## config.mk

```make
export PLATFORM = sky130hd
export DESIGN_NAME = cpc_pin_control
export DESIGN_NICKNAME = d
export VERILOG_FILES = /design/src/design/cpc_pkg.sv /design/src/design/cpc_half_divider.sv /design/src/design/cpc_ship_exit.sv /design/src/design/cpc_pin_control.sv
export SDC_FILE = /design/constraint.sdc
export NUM_CORES = 1
export LEC_CHECK = 0
export ABC_AREA = 0
export BUFFER_PORTS_ARGS = -buffer_cell sky130_fd_sc_hd__buf_2
export CAP_MARGIN = 20
export CORE_MARGIN = 2
export CORE_UTILIZATION = 58
export DETAILED_ROUTE_END_ITERATION = 12
export HOLD_SLACK_MARGIN = 0.1
export PLACE_DENSITY_LB_ADDON = 0.3
export SLEW_MARGIN = 10
export SYNTH_ARGS = -nofsm -noshare
export SYNTH_HDL_FRONTEND = slang
export SYNTH_SLANG_ARGS = --single-unit
```

## constraint.sdc

```tcl
create_clock -name mclk -period 2.9 [get_ports mclk]
set_input_delay 0.29 -clock mclk [delete_from_list [all_inputs] [get_ports mclk]]
set_output_delay 0.29 -clock mclk [all_outputs]
set_load 0.03 [all_outputs]
```

## src/design/cpc_pkg.sv

```systemverilog
package cpc_pkg;
    // clock and time base
    localparam int unsigned CLK_FREQ_HZ      = 100_000_000;
    localparam int unsigned BLINK_FREQ_HZ    = 1;
    localparam int unsigned BLINK_HALF_CYC   = CLK_FREQ_HZ / (2 * BLINK_FREQ_HZ);
    localparam int unsigned EVENT_PULSE_US   = 256;
    localparam int unsigned EVENT_PULSE_CYC  = EVENT_PULSE_US * (CLK_FREQ_HZ / 1_000_000);
    localparam int unsigned SHIP_HOLD_MS     = 2;
    localparam int unsigned SHIP_HOLD_CYC    = (SHIP_HOLD_MS * (CLK_FREQ_HZ / 1000) + 0);

    // charge configuration field positions and charge mode code
    localparam int unsigned CFG_BOOST_BIT    = 5;
    localparam int unsigned CFG_MODE_HI      = 5;
    localparam int unsigned CFG_MODE_LO      = 4;
    localparam logic [1:0]  CFG_MODE_CHARGE  = 2'h1;

    // input source field positions and limit codes
    localparam int unsigned SRC_LIM_HI       = 2;
    localparam int unsigned SRC_LIM_LO       = 0;
    localparam logic [2:0]  LIM_100MA        = 3'h0;
    localparam logic [2:0]  LIM_500MA        = 3'h2;

    // reset values
    localparam logic        BATSW_RST        = 1'b1;
    localparam logic [2:0]  LIM_RST          = 3'h0;

    typedef enum logic {
        CPC_EV_IDLE,
        CPC_EV_PULSE
    } cpc_ev_state_t;
endpackage : cpc_pkg

```

## src/design/cpc_half_divider.sv

```systemverilog
`timescale 1ns/10ps
// square wave of 2*HALF_CYC cycles, phase restarts whenever en drops
module cpc_half_divider
    import cpc_pkg::*;
#(
    parameter int unsigned HALF_CYC = BLINK_HALF_CYC
) (
    input  wire logic mclk,     // system clock
    input  wire logic rst,      // async reset
    input  wire logic en,       // run the divider
    output logic      phase_q   // high in first half period after a cycle with en low
);
    localparam int unsigned CW = (HALF_CYC > 1) ? $clog2(HALF_CYC) : 1;
    localparam logic [CW-1:0] LAST = CW'(HALF_CYC - 1);

    logic [CW-1:0] cnt_q;

    always_ff @(posedge mclk or posedge rst) begin
        if (rst) begin
            cnt_q <= '0;
        end else if (!en || cnt_q == LAST) begin
            cnt_q <= '0;
        end else begin
            cnt_q <= cnt_q + 1'b1;
        end
    end

    // holding the high phase while en is low makes a new fault visible at once; reset loads the low phase
    always_ff @(posedge mclk or posedge rst) begin
        if (rst) begin
            phase_q <= 1'b0;
        end else if (!en) begin
            phase_q <= 1'b1;
        end else if (cnt_q == LAST) begin
            phase_q <= !phase_q;
        end
    end
endmodule : cpc_half_divider

```

## src/design/cpc_ship_exit.sv

```systemverilog
`timescale 1ns/10ps
module cpc_ship_exit
    import cpc_pkg::*;
#(
    parameter int unsigned HOLD_CYC = SHIP_HOLD_CYC
) (
    input  wire logic mclk,     // system clock
    input  wire logic rst,      // async reset
    input  wire logic pin,      // ship exit pin level
    output logic      exit_q    // one-cycle exit pulse
);
    localparam int unsigned CW = $clog2(HOLD_CYC + 1);
    localparam logic [CW-1:0] LAST = CW'(HOLD_CYC - 1);

    logic          prev_q;
    logic          armed_q;
    logic [CW-1:0] cnt_q;

    always_ff @(posedge mclk or posedge rst) begin
        if (rst) begin
            prev_q <= 1'b1;
        end else begin
            prev_q <= pin;
        end
    end

    // a level held high since reset is no edge and never exits
    always_ff @(posedge mclk or posedge rst) begin
        if (rst) begin
            armed_q <= 1'b0;
            cnt_q   <= '0;
        end else if (!pin) begin
            armed_q <= 1'b0;
            cnt_q   <= '0;
        end else if (!prev_q) begin
            armed_q <= 1'b1;
            cnt_q   <= '0;
        end else if (armed_q) begin
            armed_q <= (cnt_q != LAST);
            cnt_q   <= cnt_q + 1'b1;
        end
    end

    always_ff @(posedge mclk or posedge rst) begin
        if (rst) begin
            exit_q <= 1'b0;
        end else begin
            exit_q <= armed_q && pin && (cnt_q == LAST);
        end
    end
endmodule : cpc_ship_exit

```

## src/design/cpc_pin_control.sv

```systemverilog
`timescale 1ns/10ps
module cpc_pin_control
    import cpc_pkg::*;
#(
    parameter int unsigned BLINK_HALF  = BLINK_HALF_CYC,
    parameter int unsigned EVENT_CYC   = EVENT_PULSE_CYC,
    parameter int unsigned SHIP_CYC    = SHIP_HOLD_CYC
) (
    input  wire logic       mclk,                     // 100 MHz clock
    input  wire logic       rst,                      // async reset, high
    input  wire logic [7:0] charge_config_reg,        // charge configuration bits
    input  wire logic [7:0] input_source_reg,         // input source bits
    input  wire logic       host_limit_boost_pin,     // limit select / boost enable
    input  wire logic       charge_enable_n_pin,      // charge enable, low active
    input  wire logic       source_is_host,           // source select pin level
    input  wire logic [2:0] input_limit_resistor_pin, // resistor limit as code
    input  wire logic       thermistor_sense,         // high when in window
    input  wire logic       charging,                 // core is charging
    input  wire logic       fault_any,                // any fault present
    input  wire logic       status_change,            // status change pulse
    input  wire logic       above_undervoltage_lockout, // input above lockout
    input  wire logic       input_overvoltage,        // input above overvoltage
    input  wire logic       above_sleep,              // input above sleep level
    input  wire logic       input_limit_zero,         // limit at or below 30 mA
    input  wire logic       ship_exit_pin,            // ship exit pin level
    input  wire logic       ship_enter,               // request ship mode
    output logic            stat_o,                   // status pin drive level
    output logic            stat_oe,                  // status pin pulled low
    output logic            input_good_n_o,           // input good drive level
    output logic            input_good_n_oe,          // input good pulled low
    output logic            event_n_o,                // event line drive level
    output logic            event_n_oe,               // event line pulled low
    output logic            charge_en_q,              // charging enabled
    output logic            boost_en_q,               // boost enabled
    output logic [2:0]      input_current_limit_q,    // effective limit code
    output logic            battery_switch_q          // battery switch closed
);
    localparam int unsigned EW = $clog2(EVENT_CYC);
    localparam logic [EW-1:0] EV_LAST = EW'(EVENT_CYC - 1);

    function automatic logic [2:0] lim_min(input logic [2:0] a, input logic [2:0] b);
        lim_min = (a < b) ? a : b;
    endfunction : lim_min

    logic          blink_phase;
    logic          ship_exit;
    logic          fault_q;
    logic          ev_pend_q;
    logic [EW-1:0] ev_cnt_q;
    cpc_ev_state_t ev_state_q;
    logic          boost_mode;
    logic [2:0]    usb_lim;
    logic [2:0]    lim_d;
    logic          ev_trig;
    logic [31:0]   ship_hi_q;

    cpc_half_divider #(
        .HALF_CYC (BLINK_HALF)
    ) u_blink (
        .mclk    (mclk),
        .rst     (rst),
        .en      (fault_any),
        .phase_q (blink_phase)
    );

    cpc_ship_exit #(
        .HOLD_CYC (SHIP_CYC)
    ) u_ship (
        .mclk   (mclk),
        .rst    (rst),
        .pin    (ship_exit_pin),
        .exit_q (ship_exit)
    );

    // ship high count, checker helper only
    always_ff @(posedge mclk or posedge rst) begin
        if (rst) begin
            ship_hi_q <= '0;
        end else if (!ship_exit_pin) begin
            ship_hi_q <= '0;
        end else if (ship_hi_q != '1) begin
            ship_hi_q <= ship_hi_q + 32'h1;
        end
    end

    // open-drain pins only ever drive low
    always_ff @(posedge mclk or posedge rst) begin
        if (rst) begin
            stat_o         <= 1'b0;
            input_good_n_o <= 1'b0;
            event_n_o      <= 1'b0;
        end else begin
            stat_o         <= 1'b0;
            input_good_n_o <= 1'b0;
            event_n_o      <= 1'b0;
        end
    end

    always_ff @(posedge mclk or posedge rst) begin
        if (rst) begin
            boost_en_q <= 1'b0;
        end else begin
            boost_en_q <= charge_config_reg[CFG_BOOST_BIT] && host_limit_boost_pin
                          && thermistor_sense;
        end
    end

    always_ff @(posedge mclk or posedge rst) begin
        if (rst) begin
            charge_en_q <= 1'b0;
        end else begin
            charge_en_q <= (charge_config_reg[CFG_MODE_HI:CFG_MODE_LO] == CFG_MODE_CHARGE)
                           && !charge_enable_n_pin && thermistor_sense;
        end
    end

    assign boost_mode = charge_config_reg[CFG_BOOST_BIT] && host_limit_boost_pin;

    assign usb_lim = host_limit_boost_pin ? LIM_500MA : LIM_100MA;

    always_comb begin
        lim_d = lim_min(input_limit_resistor_pin, input_source_reg[SRC_LIM_HI:SRC_LIM_LO]);
        if (source_is_host && !boost_mode) begin
            lim_d = lim_min(lim_d, usb_lim);
        end
    end

    always_ff @(posedge mclk or posedge rst) begin
        if (rst) begin
            input_current_limit_q <= LIM_RST;
        end else begin
            input_current_limit_q <= lim_d;
        end
    end

    always_ff @(posedge mclk or posedge rst) begin
        if (rst) begin
            input_good_n_oe <= 1'b0;
        end else begin
            input_good_n_oe <= above_undervoltage_lockout && !input_overvoltage
                               && above_sleep && !input_limit_zero;
        end
    end

    // status pin, fault blink overrides charge state
    always_ff @(posedge mclk or posedge rst) begin
        if (rst) begin
            stat_oe <= 1'b0;
        end else if (fault_any) begin
            stat_oe <= blink_phase;
        end else begin
            stat_oe <= charging && charge_en_q;
        end
    end

    // battery switch, exit wins over a same-cycle enter
    always_ff @(posedge mclk or posedge rst) begin
        if (rst) begin
            battery_switch_q <= BATSW_RST;
        end else if (ship_exit) begin
            battery_switch_q <= 1'b1;
        end else if (ship_enter) begin
            battery_switch_q <= 1'b0;
        end
    end

    always_ff @(posedge mclk or posedge rst) begin
        if (rst) begin
            fault_q <= 1'b0;
        end else begin
            fault_q <= fault_any;
        end
    end

    assign ev_trig = status_change || (fault_any && !fault_q);

    // events arriving mid-pulse are held in one pending flag, so several merge into one pulse
    always_ff @(posedge mclk or posedge rst) begin
        if (rst) begin
            ev_pend_q <= 1'b0;
        end else if (ev_state_q == CPC_EV_PULSE && ev_trig) begin
            ev_pend_q <= 1'b1;
        end else if (ev_state_q == CPC_EV_IDLE) begin
            ev_pend_q <= 1'b0;
        end
    end

    always_ff @(posedge mclk or posedge rst) begin
        if (rst) begin
            ev_state_q <= CPC_EV_IDLE;
            ev_cnt_q   <= '0;
            event_n_oe <= 1'b0;
        end else begin
            unique case (ev_state_q)
                CPC_EV_IDLE: begin
                    ev_cnt_q <= '0;
                    if (ev_trig || ev_pend_q) begin
                        ev_state_q <= CPC_EV_PULSE;
                        event_n_oe <= 1'b1;
                    end
                end
                CPC_EV_PULSE: begin
                    ev_cnt_q <= ev_cnt_q + 1'b1;
                    if (ev_cnt_q == EV_LAST) begin
                        ev_state_q <= CPC_EV_IDLE;
                        event_n_oe <= 1'b0;
                    end
                end
            endcase
        end
    end
endmodule : cpc_pin_control

```

=== Yosys cells after proc, flatten, opt, wreduce, memory -nomap -nowiden ===
Index checks and enable logic that the tools add are counted.

* Flip-flop bits (word level): 75
* Bits of input ports: 34
* Output and inout port bits: 12
* Logic and storage cells: 83

* Add/sub/neg operators: 3
* Order comparisons: 2
* Equality and inequality tests: 10
* Muxes and demuxes: 25
* Bitwise operators: 1
* Reductions and logical operators: 25

{| class="wikitable"
|+ Operators with widths
! kind !! count
|-
| $mux W18 || 3
|-
| $pmux W15 S2 || 1
|-
| $add A26 B1 Y26 const B || 1
|-
| $eq A26 B26 Y1 const B || 1
|-
| $mux W26 || 1
|-
| $add A18 B1 Y18 const B || 1
|-
| $eq A18 B18 Y1 const B || 1
|-
| $ne A18 B18 Y1 const B || 1
|-
| $add A15 B1 Y15 const B || 1
|-
| $eq A15 B15 Y1 const B || 1
|-
| $mux W1 || 14
|-
| $logic_and A1 B1 Y1 || 13
|-
| $mux W3 || 3
|-
| $ne A2 B1 Y1 const B || 4
|-
| $logic_not A1 Y1 || 7
|-
| $pmux W1 S2 || 2
|-
| $logic_or A1 B1 Y1 || 3
|-
| $lt A3 B2 Y1 || 1
|-
| $lt A3 B3 Y1 || 1
|-
| $ne A3 B3 Y1 const B || 1
|-
| $eq A2 B1 Y1 const B || 1
|-
| $mux W2 || 1
|-
| $reduce_and A2 Y1 || 1
|-
| $reduce_bool A2 Y1 || 1
|-
| $not A1 Y1 || 1
|}

=== Longest topological paths before layout ===
* Depth after elaboration: 6
* Depth in mapped cells: 6

=== Modules after synthesis ===
A second synthesis with hierarchy kept.

* Cells, all modules: 378
* Area, all modules: 3794.9 µm²

{| class="wikitable"
|+ Modules (own cells, without submodules)
! module !! instances !! cells each !! area an instance (µm²) !! sequential area each (µm²)
|-
| cpc_half_divider || 1 || 146 || 1400.1 || 675.6
|-
| cpc_pin_control || 1 || 124 || 1300.0 || 676.9
|-
| cpc_ship_exit || 1 || 108 || 1094.8 || 526.8
|}

=== Worst setup path after synthesis ===
No wires, ideal clock.

* Path kind: register -> register
* From: register u_blink.cnt_q[0]
* To: register u_blink.cnt_q[18]
* Setup time: 0.079 ns
* Arrival: 1.750 ns
* Slack: 1.071 ns
* Stages on the path, launching flop included: 6
* Clock period less this slack: 1.829 ns
* Path through: dfrtp_1 -> ha_1 -> nand4_1 -> or4_4 -> or3_1 -> a21oi_1

* Word-level cells in the longest chain between the ends: 3

{| class="wikitable"
|+ Ends and longest elaborated chain
! what !! RTL line !! source
|-
| start: declaration || cpc_half_divider.sv:16 || <nowiki>logic [CW-1:0] cnt_q;</nowiki>
|-
| start signal: assignment || cpc_half_divider.sv:24 || <nowiki>cnt_q <= cnt_q + 1'b1;</nowiki>
|-
| parallel branches: the longest is 2 deep, another holds $add A26 B1 Y26 || - ||
|-
| $mux W26 (*) || cpc_half_divider.sv:21 || <nowiki>end else if (!en || cnt_q == LAST) begin</nowiki>
|}

Every way passes the cells marked *.
A chain may end at the register's enable or synchronous reset.

=== Worst setup path in the final report ===
Ends and elaborated chain as after synthesis.

==> impl_metrics.tcl <==
set metrics [dict create \
    dp_hpwl_um 4590 \
    required_ps 3180 \
    finalInstanceArea_sq_um 4150 \
    placed_area_sq_um 3900 \
    internal_power_mw 1.54 \
    grt_start_max_net_pins 76 \
    worst_hold_slack_ps 131 \
    fp-row-count 29 \
    maxCapViolCount 0 \
    hold_viol 0 \
    power_density_nw_per_um2 485 \
    fin_crit_sh_pct 72.6 \
    pwr-share-clk_pct 41.0 \
    setup-violations-final 0 \
    synth.most_common_cell "dfrtp_1" \
    drive_above_1_share_pct 14.6 \
    die_h_um 83.9 \
    grtUsageTotal_pct 21.4 \
    drt_first_pass_iters 4 \
    clkSinkCount 75 \
    r2r_cells 5 \
    synth_cell_types 54 \
    critPathMaxFanout 6 \
    ys_warn_count 0 \
    start_util_pct 59.0 \
    peakVddDrop_uv 300 \
    synth_cells 375 \
    port_buffers 31 \
    clockBufferDepth 2 \
    slew_headroom_pct 38.7 \
    wl_per_cell_um 13.9 \
    yosysTopAreaCellShare_pct 49.3 \
    period_needed_ps 2110 \
    antenna_cells 0 \
    async_flop_share_pct 100 \
    grt_pass1_vias 2814 \
    tightest_slew_ps 919 \
    core_sq_um 6280 \
    clk_pin_slew_ps 80 \
    tns_ps 0 \
    numCtsBuffers 9 \
    cts_tree "yes" \
    critPathArrivalTime_ps 2380 \
    hold_path.class "input port to register" \
    grt_pass1_wl_um 12200 \
    yosysTopAreaCell "dfrtp_1" \
    vias 2891 \
    die_w_um 83.9 \
    finalPower_mw 2.01 \
    rsz0062_at_grt "false" \
    p_sw_mw 0.471 \
    switching_share_pct 23.4 \
    timing.fmax_mhz 475 \
    finalMaxSlewViolations 0 \
    ys.flop_type "dfrtp_1" \
    ys_seq_area_share_pct 50.7 \
    worst-setup-path-type "register to register" \
    synth_common_cells "dfrtp_1 (73), nor2_1 (47), xnor2_1 (27), nand2_1 (23), nand3_1 (21)" \
    drtAntennaViolNets 0 \
    cp-end-kind "register" \
    totalWireLength_um 6860 \
    drc 0 \
    cts_root_buf "clkbuf_8" \
    clkLatencyLatePin_ps 350 \
    min_path_cells 2 \
    synth_edf_count 0 \
    skew_ps 11.7 \
    htree_levels 3 \
    synth_seq_cells 75 \
    avgSynthCellArea_sq_um 9.88 \
    fin_nets 453 \
    die_area_sq_um 7040 \
    io_pins 46 \
    leakage_nw 1.77 \
    antenna_found_initial 0 \
    grt_overflow_total 0 \
    start_kind "register" \
    syn-cell-area_sq_um 3700 \
    drt_iter0_drc 185 \
    synthTopCellsByArea "dfrtp_1 (49%), xnor2_1 (6.4%), nor2_1 (4.8%)" \
    outcome "finished clean" \
    p_seq_share_pct 53.2 \
    via_per_inst 5.84 \
    cts_setup_buffers 0 \
    area_growth_syn_to_layout_pct 12.0 \
    p_comb_share_pct 5.8 \
    gp_congestion 0.790 \
]
==> path summary, 6_finish.rpt <==
kind                       slack, ps                        to        startpoint
max reg2reg                      790         u_blink.cnt_q[18]  u_blink.cnt_q[0]
min reg2reg                      430          battery_switch_q     u_ship.exit_q
max                              790         u_blink.cnt_q[18]  u_blink.cnt_q[0]
min                              130  input_current_limit_q[2]    source_is_host
max in group asynchronous       2090         u_blink.cnt_q[25]               rst
min in group asynchronous        210           u_ship.cnt_q[0]               rst
==> power by group through the flow <==
stage	Combinational (mW)	Clock (mW)	Sequential [mW]
6_report	0.117	0.824	1.07
2_1_floorplan	0.0655	0	1.10
3_5_place_dp	0.115	0	1.09
3_3_place_gp	0.112	0	1.09
5_1_grt	0.132	0.878	1.07
4_1_cts	0.119	0.839	1.07
==> repair_timing <==
| action | 4_1_cts | 5_1_grt |
|---|---|---|
| hold buffers | 4 | 0 |
| gates resized for setup | 0 | 0 |
| hold endpoints to repair | 3 | 0 |
==> metal layers <==
layer	GRT usage (%)	part of all wire [%]
met4	9.97	1.6
met2	34.3	48
met5	0	0
met3	4.55	5.0
met1	28.1	46
==> registers in the layout (all words and copies together), names as in the netlist <==
name / cells
stat_oe: 1
u_ship.exit_q: 1
ev_state_q: 1
u_ship.armed_q: 1
charge_en_q: 1
boost_en_q: 1
ev_cnt_q: 15
event_n_oe: 1
u_ship.prev_q: 1
input_good_n_oe: 1
u_blink.cnt_q: 26
u_blink.phase_q: 1
u_ship.cnt_q: 18
battery_switch_q: 1
input_current_limit_q: 3
fault_q: 1
ev_pend_q: 1
==> through the flow <==
step,worst slack (ps),utilization (%),cells
after floorplan,703,-,377
after global placement,890,62.2,475
after detailed placement,855,62.2,475
after CTS,788,66.1,495
after global routing,637,66.1,495
final,794,66.1,495
==> area by class of cell <==
class	instances	area, sq um
sequential	75	1880
clock buffer	12	155
multi-input combinational	270	1680
clock inverter	4	50.0
fill	506	2130
tap	77	96.3
inverter	20	75.1
timing repair buffer	37	210
==> cell families after synthesis <==
logic type               after synthesis  share of synthesized area [%]
AND/OR/NAND/NOR                      173                           25.6
XOR/XNOR                              36                           8.51
other                                  1                          0.101
adder cells (fa/ha/maj)                6                           2.03
multiplexers                           2                          0.540
flip-flops                            75                           50.7
AO/OA/AOI/OAI                         50                           8.48
buffers and inverters                 32                           4.05
==> layout by cell type (no fill, tap or decap), types with 3 or more instances in the layout <==
| cell | n |
|---|---|
| a21oi_1 | 18 |
| a31oi_1 | 3 |
| and2_1 | 3 |
| and3_1 | 7 |
| buf_2 | 31 |
| clkbuf_8 | 11 |
| conb_1 | 3 |
| dfrtp_1 | 73 |
| dlygate4sd3_1 | 4 |
| ha_1 | 6 |
| inv_1 | 19 |
| nand2_1 | 23 |
| nand3_1 | 21 |
| nand4_1 | 15 |
| nor2_1 | 47 |
| nor2b_1 | 3 |
| nor3_1 | 9 |
| nor4_1 | 14 |
| o21ai_0 | 9 |
| o31ai_1 | 5 |
| or3_1 | 9 |
| or4_1 | 7 |
| xnor2_1 | 27 |
| xor2_1 | 9 |
==> critical path: stages, from the launching register on <==
cell and delay (ps):
dfrtp_1 440, ha_1 250, nand4_1 260, or4_4 600
or3_1 330, a21oi_1 140
No activity file was read; power rests on OpenSTA's default activity.
